File: src/hp_pkg.sv
// constants shared by the slot command tracker files
package hp_pkg;
  localparam int          CFG_AW           = 12;
  localparam int          REG_W            = 16;
  localparam int          CMD_W            = 6;
  localparam int          MAX_PORT         = 10;
  localparam logic [11:0] SLOT_CONTROL_OFF = 12'h0a8;
  localparam logic [11:0] SLOT_STATUS_OFF  = 12'h0aa;
  localparam int          CMD_DONE_BIT     = 4;
  localparam int          ATTN_IND_LSB     = 6;
  localparam int          PWR_IND_LSB      = 8;
  localparam int          PWR_CTRL_BIT     = 10;
  localparam int          INTERLOCK_BIT    = 11;
  localparam int          CMD_LSB          = 6;
  localparam int          CMD_MSB          = 11;
  localparam logic [15:0] CTRL_RESET       = 16'h0000;
  localparam logic [15:0] STATUS_RESET     = 16'h0000;
  typedef enum logic [0:0] {
    SEQ_IDLE = 1'b0,
    SEQ_BUSY = 1'b1
  } seq_state_t;
endpackage : hp_pkg

File: src/hp_cmd_if.sv
// carrier between the tracker and its delivery sequencer
`timescale 1ns/10ps
`default_nettype none
interface hp_cmd_if;
  import hp_pkg::*;
  logic             new_cmd;
  logic [CMD_W-1:0] cmd_fields;
  logic             cmd_complete;
  modport tracker (output new_cmd, output cmd_fields, input cmd_complete);
  modport seq     (input new_cmd, input cmd_fields, output cmd_complete);
endinterface : hp_cmd_if
`default_nettype wire

File: src/hp_slot_tracker.sv
// slot control command tracker for a hot-plug root port
// What this block does
// - tracking is built only for root ports numbered zero to ten, with or without hot-plug capability.
// - the command-completed flag, status bit four, is set only after the new command reaches the expander.
// - a new command is seen when power control, power indicator, attention indicator or interlock changes.
// - a slot control write that changes none of those four fields never sets command-completed.
// - a port without hot-plug capability never issues a command on a slot control write.
`timescale 1ns/10ps
`default_nettype none
module hp_slot_tracker #(
  parameter int unsigned PORT_NUM         = 0,
  parameter bit          HOTPLUG_CAPABLE  = 1'b1
) (
  input  wire logic                     core_clk_i,
  input  wire logic                     reset_i,
  input  wire logic                     cfg_wr_i,
  input  wire logic                     cfg_rd_i,
  input  wire logic [hp_pkg::CFG_AW-1:0] cfg_addr_i,
  input  wire logic [hp_pkg::REG_W-1:0]  cfg_wdata_i,
  output logic      [hp_pkg::REG_W-1:0]  cfg_rdata_o,
  output logic                          exp_valid_o,
  output logic      [hp_pkg::CMD_W-1:0]  exp_cmd_o,
  input  wire logic                     exp_done_i
);
  import hp_pkg::*;

  // ----------------------------------------
  // elaboration checks
  // ----------------------------------------
  if (PORT_NUM > MAX_PORT) begin : g_bad_port
    $error("port number out of range");
  end

  // ----------------------------------------
  // register decode
  // ----------------------------------------
  logic [REG_W-1:0] ctrl_q;
  logic [REG_W-1:0] rdata_q;
  logic             done_q, done_d;

  wire hit_ctrl   = (cfg_addr_i == SLOT_CONTROL_OFF);
  wire hit_status = (cfg_addr_i == SLOT_STATUS_OFF);
  wire wr_ctrl    = cfg_wr_i && hit_ctrl;
  wire wr_status  = cfg_wr_i && hit_status;

  wire [CMD_W-1:0] old_fields = ctrl_q[CMD_MSB:CMD_LSB];
  wire [CMD_W-1:0] new_fields = cfg_wdata_i[CMD_MSB:CMD_LSB];
  // compare covers interlock, power control, power and attention indicators
  wire             fields_changed = (old_fields != new_fields);
  // incapable ports keep the register but never launch a command
  wire             launch = wr_ctrl && fields_changed && HOTPLUG_CAPABLE;

  wire [REG_W-1:0] status_view = STATUS_RESET | (REG_W'(done_q) << CMD_DONE_BIT);
  wire [REG_W-1:0] rdata_d = hit_ctrl   ? ctrl_q :
                             hit_status ? status_view : '0;

  // ----------------------------------------
  // command delivery
  // ----------------------------------------
  hp_cmd_if cmd_bus ();

  assign cmd_bus.new_cmd    = launch;
  assign cmd_bus.cmd_fields = new_fields;

  hp_cmd_seq u_seq (
    .core_clk_i  (core_clk_i),
    .reset_i     (reset_i),
    .cmd         (cmd_bus.seq),
    .exp_valid_o (exp_valid_o),
    .exp_cmd_o   (exp_cmd_o),
    .exp_done_i  (exp_done_i)
  );

  // ----------------------------------------
  // status flag: write one clears, a completion in the same cycle wins
  // ----------------------------------------
  wire clr_done = wr_status && cfg_wdata_i[CMD_DONE_BIT];

  always_comb begin
    done_d = done_q;
    if (clr_done) done_d = 1'b0;
    if (cmd_bus.cmd_complete) done_d = 1'b1;
  end

  always_ff @(posedge core_clk_i) begin
    if (reset_i) begin
      ctrl_q  <= CTRL_RESET;
      done_q  <= 1'b0;
      rdata_q <= '0;
    end else begin
      if (wr_ctrl) ctrl_q <= cfg_wdata_i;
      done_q <= done_d;
      if (cfg_rd_i) rdata_q <= rdata_d;
    end
  end

  assign cfg_rdata_o = rdata_q;

  // ----------------------------------------
  // checks
  // ----------------------------------------
  a_done_after_deliver: assert property (@(posedge core_clk_i) disable iff (reset_i)
    $rose(done_q)
    |-> $past(exp_valid_o, 1) && $past(exp_done_i, 1))
    else $error("command-completed set without delivery");

  a_change_launches: assert property (@(posedge core_clk_i) disable iff (reset_i)
    (wr_ctrl && HOTPLUG_CAPABLE && (cfg_wdata_i[CMD_MSB:CMD_LSB] != ctrl_q[CMD_MSB:CMD_LSB]))
    |=> exp_valid_o && exp_cmd_o == $past(cfg_wdata_i[CMD_MSB:CMD_LSB]))
    else $error("changed field did not start a command");

  a_same_no_cmd: assert property (@(posedge core_clk_i) disable iff (reset_i)
    (!exp_valid_o && wr_ctrl && (cfg_wdata_i[CMD_MSB:CMD_LSB] == ctrl_q[CMD_MSB:CMD_LSB]))
    |=> !exp_valid_o)
    else $error("unchanged write started a command");

  a_no_hotplug_idle: assert property (@(posedge core_clk_i) disable iff (reset_i)
    !HOTPLUG_CAPABLE
    |-> !exp_valid_o && !done_q)
    else $error("incapable port issued a command");

  a_ctrl_stored: assert property (@(posedge core_clk_i) disable iff (reset_i)
    wr_ctrl
    |=> ctrl_q == $past(cfg_wdata_i))
    else $error("slot control write not stored");

  a_ctrl_readback: assert property (@(posedge core_clk_i) disable iff (reset_i)
    (cfg_rd_i && hit_ctrl)
    |=> cfg_rdata_o == $past(ctrl_q))
    else $error("slot control read mismatch");

  // ----------------------------------------
  // status flag checks
  // ----------------------------------------
  a_done_set_wins: assert property (@(posedge core_clk_i) disable iff (reset_i)
    cmd_bus.cmd_complete
    |=> done_q)
    else $error("completion did not set command-completed");

  a_done_cleared: assert property (@(posedge core_clk_i) disable iff (reset_i)
    (clr_done && !cmd_bus.cmd_complete)
    |=> !done_q)
    else $error("write one did not clear command-completed");

  a_done_holds: assert property (@(posedge core_clk_i) disable iff (reset_i)
    (done_q && !clr_done)
    |=> done_q)
    else $error("command-completed dropped without a clear");

  a_done_no_event: assert property (@(posedge core_clk_i) disable iff (reset_i)
    (!done_q && !cmd_bus.cmd_complete)
    |=> !done_q)
    else $error("command-completed set without a completion");

  // the ack of a replaced command must not count, or software would see a stale completion
  a_ack_replaced: assert property (@(posedge core_clk_i) disable iff (reset_i)
    (exp_done_i && launch && !done_q)
    |=> !done_q)
    else $error("ack of a replaced command set command-completed");

  // ----------------------------------------
  // delivery checks
  // ----------------------------------------
  a_valid_until_done: assert property (@(posedge core_clk_i) disable iff (reset_i)
    (exp_valid_o && !exp_done_i)
    |=> exp_valid_o)
    else $error("command withdrawn before delivery");

  a_done_ends_cmd: assert property (@(posedge core_clk_i) disable iff (reset_i)
    (exp_valid_o && exp_done_i && !launch)
    |=> !exp_valid_o)
    else $error("command still pending after delivery");

  a_cmd_stands: assert property (@(posedge core_clk_i) disable iff (reset_i)
    (exp_valid_o && !launch)
    |=> exp_cmd_o == $past(exp_cmd_o))
    else $error("pending command changed without a new write");

  a_idle_no_start: assert property (@(posedge core_clk_i) disable iff (reset_i)
    (!exp_valid_o && !launch)
    |=> !exp_valid_o)
    else $error("command started without a changed write");

  a_cmd_matches_ctrl: assert property (@(posedge core_clk_i) disable iff (reset_i)
    exp_valid_o
    |-> exp_cmd_o == ctrl_q[CMD_MSB:CMD_LSB])
    else $error("pending command differs from stored fields");

  // ----------------------------------------
  // register checks
  // ----------------------------------------
  a_status_read: assert property (@(posedge core_clk_i) disable iff (reset_i)
    (cfg_rd_i && hit_status)
    |=> cfg_rdata_o == (REG_W'($past(done_q)) << CMD_DONE_BIT))
    else $error("slot status read mismatch");

  a_unmapped_read: assert property (@(posedge core_clk_i) disable iff (reset_i)
    (cfg_rd_i && !hit_ctrl && !hit_status)
    |=> cfg_rdata_o == '0)
    else $error("unmapped read returned data");

  a_rdata_holds: assert property (@(posedge core_clk_i) disable iff (reset_i)
    !cfg_rd_i
    |=> cfg_rdata_o == $past(cfg_rdata_o))
    else $error("read data changed without a read");

  a_ctrl_keeps: assert property (@(posedge core_clk_i) disable iff (reset_i)
    !wr_ctrl
    |=> ctrl_q == $past(ctrl_q))
    else $error("slot control changed without a write");
endmodule : hp_slot_tracker
`default_nettype wire

File: src/hp_cmd_seq.sv
// delivers one slot command to the pin expander and reports delivery
`timescale 1ns/10ps
`default_nettype none
module hp_cmd_seq (
  input  wire logic                core_clk_i,
  input  wire logic                reset_i,
  hp_cmd_if.seq                    cmd,
  output logic                     exp_valid_o,
  output logic [hp_pkg::CMD_W-1:0] exp_cmd_o,
  input  wire logic                exp_done_i
);
  import hp_pkg::*;

  // ----------------------------------------
  // sequencer
  // ----------------------------------------
  seq_state_t       state_q, state_d;
  logic [CMD_W-1:0] data_q;
  wire              delivered;

  // a command arriving with the old delivery still counts as undelivered
  assign delivered        = (state_q == SEQ_BUSY) && exp_done_i && !cmd.new_cmd;
  assign cmd.cmd_complete = delivered;
  assign exp_valid_o      = (state_q == SEQ_BUSY);
  assign exp_cmd_o        = data_q;

  always_comb begin
    state_d = state_q;
    unique case (state_q)
      SEQ_IDLE: if (cmd.new_cmd) state_d = SEQ_BUSY;
      SEQ_BUSY: if (delivered) state_d = SEQ_IDLE;
    endcase
  end

  always_ff @(posedge core_clk_i) begin
    if (reset_i) begin
      state_q <= SEQ_IDLE;
      data_q  <= '0;
    end else begin
      state_q <= state_d;
      if (cmd.new_cmd) data_q <= cmd.cmd_fields;
    end
  end

  a_seq_done_idle: assert property (@(posedge core_clk_i) disable iff (reset_i)
    cmd.cmd_complete
    |=> !exp_valid_o)
    else $error("expander still busy after completion");
endmodule : hp_cmd_seq
`default_nettype wire

File: config.mk
export PLATFORM = sky130hd
export DESIGN_NAME = hp_slot_tracker
export DESIGN_NICKNAME = d
export VERILOG_FILES = /design/src/hp_pkg.sv /design/src/hp_cmd_if.sv /design/src/hp_slot_tracker.sv /design/src/hp_cmd_seq.sv
export SDC_FILE = /design/constraint.sdc
export NUM_CORES = 1
export LEC_CHECK = 0
export BUFFER_PORTS_ARGS = -buffer_cell sky130_fd_sc_hd__buf_2
export CAP_MARGIN = 15
export CORE_MARGIN = 8
export CORE_UTILIZATION = 44
export DETAILED_ROUTE_END_ITERATION = 10
export PLACE_DENSITY = 0.74
export SKIP_CTS_REPAIR_TIMING = 1
export SLEW_MARGIN = 15
export SYNTH_ARGS = -nofsm -noshare
export SYNTH_HDL_FRONTEND = slang
export SYNTH_SLANG_ARGS = --single-unit
File: constraint.sdc
create_clock -name core_clk_i -period 2.4 [get_ports core_clk_i]
set_clock_uncertainty 0.2 [all_clocks]
set_input_delay 0.48 -clock core_clk_i [delete_from_list [all_inputs] [get_ports core_clk_i]]
set_output_delay 0.48 -clock core_clk_i [all_outputs]
set_load 0.01 [all_outputs]
==> impl_metrics.yaml, run 1 <==
route:
  wl_per_cell_um: 13.1
  ant_nets: 0
  via_per_inst: 4.91
  wirelength_um: 3860
  drt_iter0_drc: 67
  drt_first_pass_iters: 4
  route.vias.total: 1449
  drc_errors: 0
cells_and_area:
  antenna_cells: 0
  drive_above_1_share_pct: 30.8
  multiInputGateArea_um2: 795
  num-fill-cells: 354
  final_cells: 295
  ff_latch_area_um2: 801
  fin_nets: 279
  synthToLayoutAreaGrowth_pct: 28.1
status:
  status: "finished clean"
global_route:
  grt_pass1_wl_um: 6590
  grt_use_total_pct: 13.5
  grt_max_degree: 39
  grt_pass1_vias: 1435
  antenna_found_initial: 0
  grt_overflow: 0
place:
  globalplace.congestion: 0.706
  dpl.cell_count: 287
  port_buffers: 55
  post-dp-hpwl_um: 2780
floorplanning:
  io_pins: 56
  die-width_um: 77.0
  core_region_area_um2: 3610
  start_util_pct: 45.4
  dieArea_um2: 5920
  fp-row-count: 22
  die_h_um: 77.0
sta:
  clock.fmax_mhz: 468
  slew_headroom_pct: 60.8
  setup_tns_ns: 0
  slew_violations: 0
  setup_viol: 0
  period_minus_slack_ns: 2.14
  fin_crit_sh_pct: 89.1
  rsz0062_at_grt: "no"
  hold_viol: 0
  worstMarginPinSlew_ns: 0.582
clock_tree:
  clk_pin_slew_ns: 0.08
  cts_inserted_buffers: 5
  insertion_delay_ns: 0.29
  clock_sinks: 40
  clockRootBuffer: "clkbuf_8"
  max-clock-path-buffers: 2
  cts_tree: "done"
  htreeDepth: 2
synthesis:
  ys_seq_area_share_pct: 49.0
  netlist_instances: 187
  syn_nets: 220
  yosys.area.top_type: "dfxtp_1"
  yosys_warnings: 0
  synthTopCellsByArea: "dfxtp_1, a21oi_1, nand2_1"
  syn_area_um2: 1640
  synth_top_cell_area_share_pct: 49.0
  synth-seq-cells: 40
  yosysUniqueCellTypes: 24
  avgSynthCellArea_um2: 8.75
setup_path:
  crit_path_end_kind: "register"
  worst_setup_path_start_kind: "input pin"
  arrival_ns: 2.15
  path_class: "input pin to register"
  critPathMaxFanout: 8
  rr_worst_depth: 4
  cp.required_ns: 2.41
min_path:
  hp-class: "input pin to register"
  hold_depth: 3
run:
  max_cap_viol_count: 0
power:
  p_per_area_nw_per_um2: 608
  vdd_drop_max_v: 0.000395
  p_leak_nw: 0.868
==> per-layer routing <==
metal	part of all wire (%)	global-route usage, %	vias up	wire length, um
met5	0	0	-	0
met4	1.2	6.92	0	48
met3	6.0	5.36	2	231
met2	47	21.5	42	1800
met1	46	15.1	665	1780
li1	-	-	740	-
==> cell usage in the layout (no fill, tap or decap), drive strengths merged, types with 2 or more instances in the layout <==
cell    count
a21oi      31
xor2        4
dfxtp      40
mux2i       8
nor2       16
nand2b     14
nor2b      16
clkbuf      5
xnor2       2
nor4        4
buf        62
nand2      32
==> worst paths after layout <==
kind / startpoint / to / slack [ns]
worst max-delay path: cfg_addr_i[4] / u_seq.exp_cmd_o[5] / 0.26
worst min-delay path: cfg_wdata_i[15] / ctrl_q[15] / 0.23
worst max register to register: ctrl_q[10] / u_seq.exp_valid_o / 0.56
worst min register to register: ctrl_q[13] / ctrl_q[13] / 0.26
==> layout make-up <==
cell class	count	share of cell area, %
timing repair buffer	62	15.7
multi-input combinational	137	37.9
tap	48	2.87
clock inverter	3	2.03
clock buffer	5	3.29
sequential	40	38.2
==> through the flow <==
| step | power, W | area, um2 | utilization, % | hold WS [ns] | worst slack (ns) |
|---|---|---|---|---|---|
| 4_1_cts | 0.00128 | 2090 | 58.1 | 0.223 | 0.262 |
| 6_report | 0.00127 | 2090 | 58.1 | 0.229 | 0.262 |
| 2_1_floorplan | 0.000707 | 1640 | - | 0.231 | 0.0476 |
| 3_5_place_dp | 0.000747 | 1980 | 55.0 | 0.246 | -0.0507 |
| 3_3_place_gp | 0.000746 | 1980 | 55.0 | 0.240 | 0.0250 |
| 5_1_grt | 0.00132 | 2090 | 58.1 | 0.226 | 0.233 |
==> power by group <==
| group | total [W] | internal, W | switching (W) | leakage (nW) |
|---|---|---|---|---|
| logic | 0.0000677 | 0.0000325 | 0.0000352 | 0.492 |
| clock network | 0.000542 | 0.000308 | 0.000234 | 0.0541 |
| registers | 0.000663 | 0.000663 | 0.0000000249 | 0.322 |
| total | 0.00127 | 0.00100 | 0.000269 | 0.868 |
==> flip-flops by register name, indices dropped and copies added, names as in the netlist <==
signal and cells:
u_seq.exp_cmd_o 6, cfg_rdata_o 16, done_q 1, u_seq.exp_valid_o 1, ctrl_q 16
==> synthesized netlist by cell type <==
library cell and count:
buf_6 1, mux2i_1 8, nor4_1 3, a31oi_4 1, o22ai_1 1, o41ai_1 1, nor4_2 1, o21ba_2 1
clkbuf_1 8, nor2_1 16, dfxtp_1 40, nand2b_1 14, buf_2 1, nand2_1 32, xnor2_1 2, a21oi_1 31
or4_4 1, or3_1 1, xor2_1 4, nand3_1 1, or4b_4 1, nor2b_1 16, nand4bb_1 1, nand3b_1 1
==> critical path, stage by stage <==
cell and delay (ns):
buf_2 0.09, or4b_4 0.53, or4_4 0.45, a31oi_4 0.34, mux2i_1 0.26
==> cells by family after synthesis <==
logic type	after synthesis	synth area share, %
flip-flops	40	49.0
AND/OR/NAND/NOR	88	27.8
multiplexers	8	4.90
XOR/XNOR	6	3.21
buffers and inverters	10	2.83
AO/OA/AOI/OAI	35	12.3
Note: power is estimated with default switching activity, not from simulation.
==> run 2, diff against run 1 <==
Settings changed: ABC_AREA set to 1, CORE_UTILIZATION 44 to 46.
==> run 2 against run 1 <==
Critical path depth rose by 3. Clock power down 15%. Final area up 4.9%.
==> impl_metrics.yaml, run 2 <==
status:
  status: "finished clean"
cells_and_area:
  synthToLayoutAreaGrowth_pct: 19.1
  layout.cells.most_common: "nand2_1"
  final_cells: 359
  fin_area_um2: 2200
  final_cell_mix: "nand2_1, buf_2, dfxtp_1, inv_1, a21oi_1"
  fin_nets: 341
  drive_above_1_share_pct: 26.5
  antenna_cells: 0
setup_path:
  cp.required_ns: 2.43
  startpoint: "ctrl_q[10]"
  crit_path_end_kind: "register"
  arrival_ns: 1.62
  worstReg2RegStart: "ctrl_q[10]"
  worst_setup_path_start_kind: "register"
  path_class: "register to register"
  critPathMaxFanout: 13
clock_tree:
  htreeDepth: 2
  clock_sinks: 40
  clockRootBuffer: "clkbuf_8"
  insertion_delay_ns: 0.29
  cts_inserted_buffers: 5
  max-clock-path-buffers: 2
  cts_tree: "done"
  clk_pin_slew_ns: 0.07
power:
  combPwrFrac_pct: 8.9
  p_int_w: 0.000952
  vdd_drop_max_v: 0.000213
  p_per_area_nw_per_um2: 570
  p_sw_w: 0.000300
  p_leak_nw: 1.09
  pwr-share-seq_pct: 54.4
  swShare_pct: 24.0
  clkPwrFrac_pct: 36.7
synthesis:
  synth.mux.area_fraction_pct: 0
  synth-xor-area-share_pct: 0
  synth_top_family_by_area: "simple AND/OR/NAND/NOR gates"
  netlist_instances: 257
  yosysUniqueCellTypes: 25
  syn_area_um2: 1850
  avgSynthCellArea_um2: 7.18
  syn_nets: 290
  synth_fa_ha_area_share_pct: 0
  ys_top_cells_by_count: "nand2_1, dfxtp_1, inv_1"
  synth-seq-cells: 40
  yosys.area.top_type: "dfxtp_1"
  yosys_warnings: 0
  synth-async-reset-ratio_pct: 0
  synth.most_common_cell: "nand2_1"
  synthTopCellsByArea: "dfxtp_1, nand2_1, inv_1"
  synth_compound_area_share_pct: 15.7
  synth_ff_type: "dfxtp_1"
  synth_edf_count: 0
  yosys.area_share.simple_pct: 28.6
  ys_seq_area_share_pct: 43.4
  synth_top_cell_area_share_pct: 43.4
global_route:
  gr-usage-met3_pct: 4.63
  grtUsageMet2_pct: 22.7
  grt_pass1_wl_um: 6980
  antenna_found_initial: 0
  use_met1_pct: 15.6
  grt_use_total_pct: 13.6
  grt_max_degree: 38
  grt_overflow: 0
  grt_pass1_vias: 1579
  grt_busiest_layer: "met2"
route:
  via_per_inst: 4.66
  drt_iter0_drc: 117
  drt_first_pass_iters: 4
  wirelength_um: 4050
  drc_errors: 0
  route.vias.total: 1673
  ant_nets: 0
  wl_per_cell_um: 11.3
place:
  placed_cell_area_um2: 2100
  dpl.cell_count: 351
  port_buffers: 55
  post-dp-hpwl_um: 2910
  globalplace.congestion: 0.817
sta:
  setup_viol: 0
  setup_tns_ns: 0
  clock.fmax_mhz: 627
  rsz0062_at_grt: "no"
  fin_crit_sh_pct: 66.4
  worstMarginPinSlew_ns: 0.526
  slew_headroom_pct: 64.9
  hold_viol: 0
  period_minus_slack_ns: 1.59
  slew_violations: 0
floorplanning:
  core_region_area_um2: 3940
  fp-row-count: 23
  start_util_pct: 46.8
  io_pins: 56
  die_h_um: 79.3
  die-width_um: 79.3
  dieArea_um2: 6290
min_path:
  min-delay-start: "reset_i"
  hp-class: "input pin to register"
run:
  max_cap_viol_count: 0
==> run 2: changes by cell type in the layout (fill, tap and decap cells not counted), sizes merged, moves of 6 or more <==
cell | before | now
o21ai | 0 | 25
nand3 | 1 | 10
mux2i | 8 | 0
nand2 | 32 | 66
nor2 | 16 | 25
buf | 62 | 56
nand2b | 14 | 0
nor2b | 16 | 0
inv | 0 | 37
or2 | 0 | 10
==> run 2: power by group through the flow <==
stage               Clock, W  Sequential (W)  Combinational [W]
global placement           0        0.000697           0.000112
detailed placement         0        0.000697           0.000112
CTS                 0.000467        0.000681           0.000113
floorplan                  0        0.000703          0.0000547
global route        0.000499        0.000683           0.000127
finish              0.000459        0.000681           0.000111
==> run 2: kinds of logic (layout without fill, tap and decap cells) <==
family / count (synthesis) / count (layout)
compound gates: 54 / 54
flops: 40 / 40
simple gates: 114 / 114
buf+inv: 49 / 101
==> run 2: stage by stage <==
stage                     total power [W]  util (%)  setup WS (ns)  hold WS [ns]
after detailed placement         0.000809      53.4          0.539         0.256
after CTS                         0.00126      55.7          0.809         0.223
after global routing              0.00131      55.7          0.649         0.220
after global placement           0.000808      53.4          0.561         0.246
after floorplan                  0.000758         -          0.837         0.232
final                             0.00125      55.7          0.805         0.221
==> run 2: final timing paths <==
path,to,slack (ns),cells after the start
setup / recovery,u_seq.exp_cmd_o[3],0.81,8
hold / removal,done_q,0.22,2
setup reg to reg,u_seq.exp_cmd_o[3],0.81,8
hold reg to reg,cfg_rdata_o[2],0.26,2
==> run 2: per-layer routing <==
metal  wire (um)  part of all wire (%)
met3         269                   6.6
met4          64                   1.6
met5           0                     0
met2        1900                    47
met1        1820                    45
==> run 2: final cells by class <==
class	instances	area, um2
Tap cell	50	62.6
Multi-Input combinational cell	168	817
Clock inverter	2	10.0
Inverter	37	141
Fill cell	396	1750
Timing Repair Buffer	56	283
Sequential cell	40	801
Clock buffer	6	82.6
==> run 2: critical path, stage by stage, from the launching register on <==
cell and delay [ns]:
dfxtp_1 0.37, inv_1 0.07, nand2_1 0.06, nand2_1 0.05, nor2_1 0.13, nand3_2 0.29
nand3_1 0.18, nand2_1 0.07, nor2_1 0.11
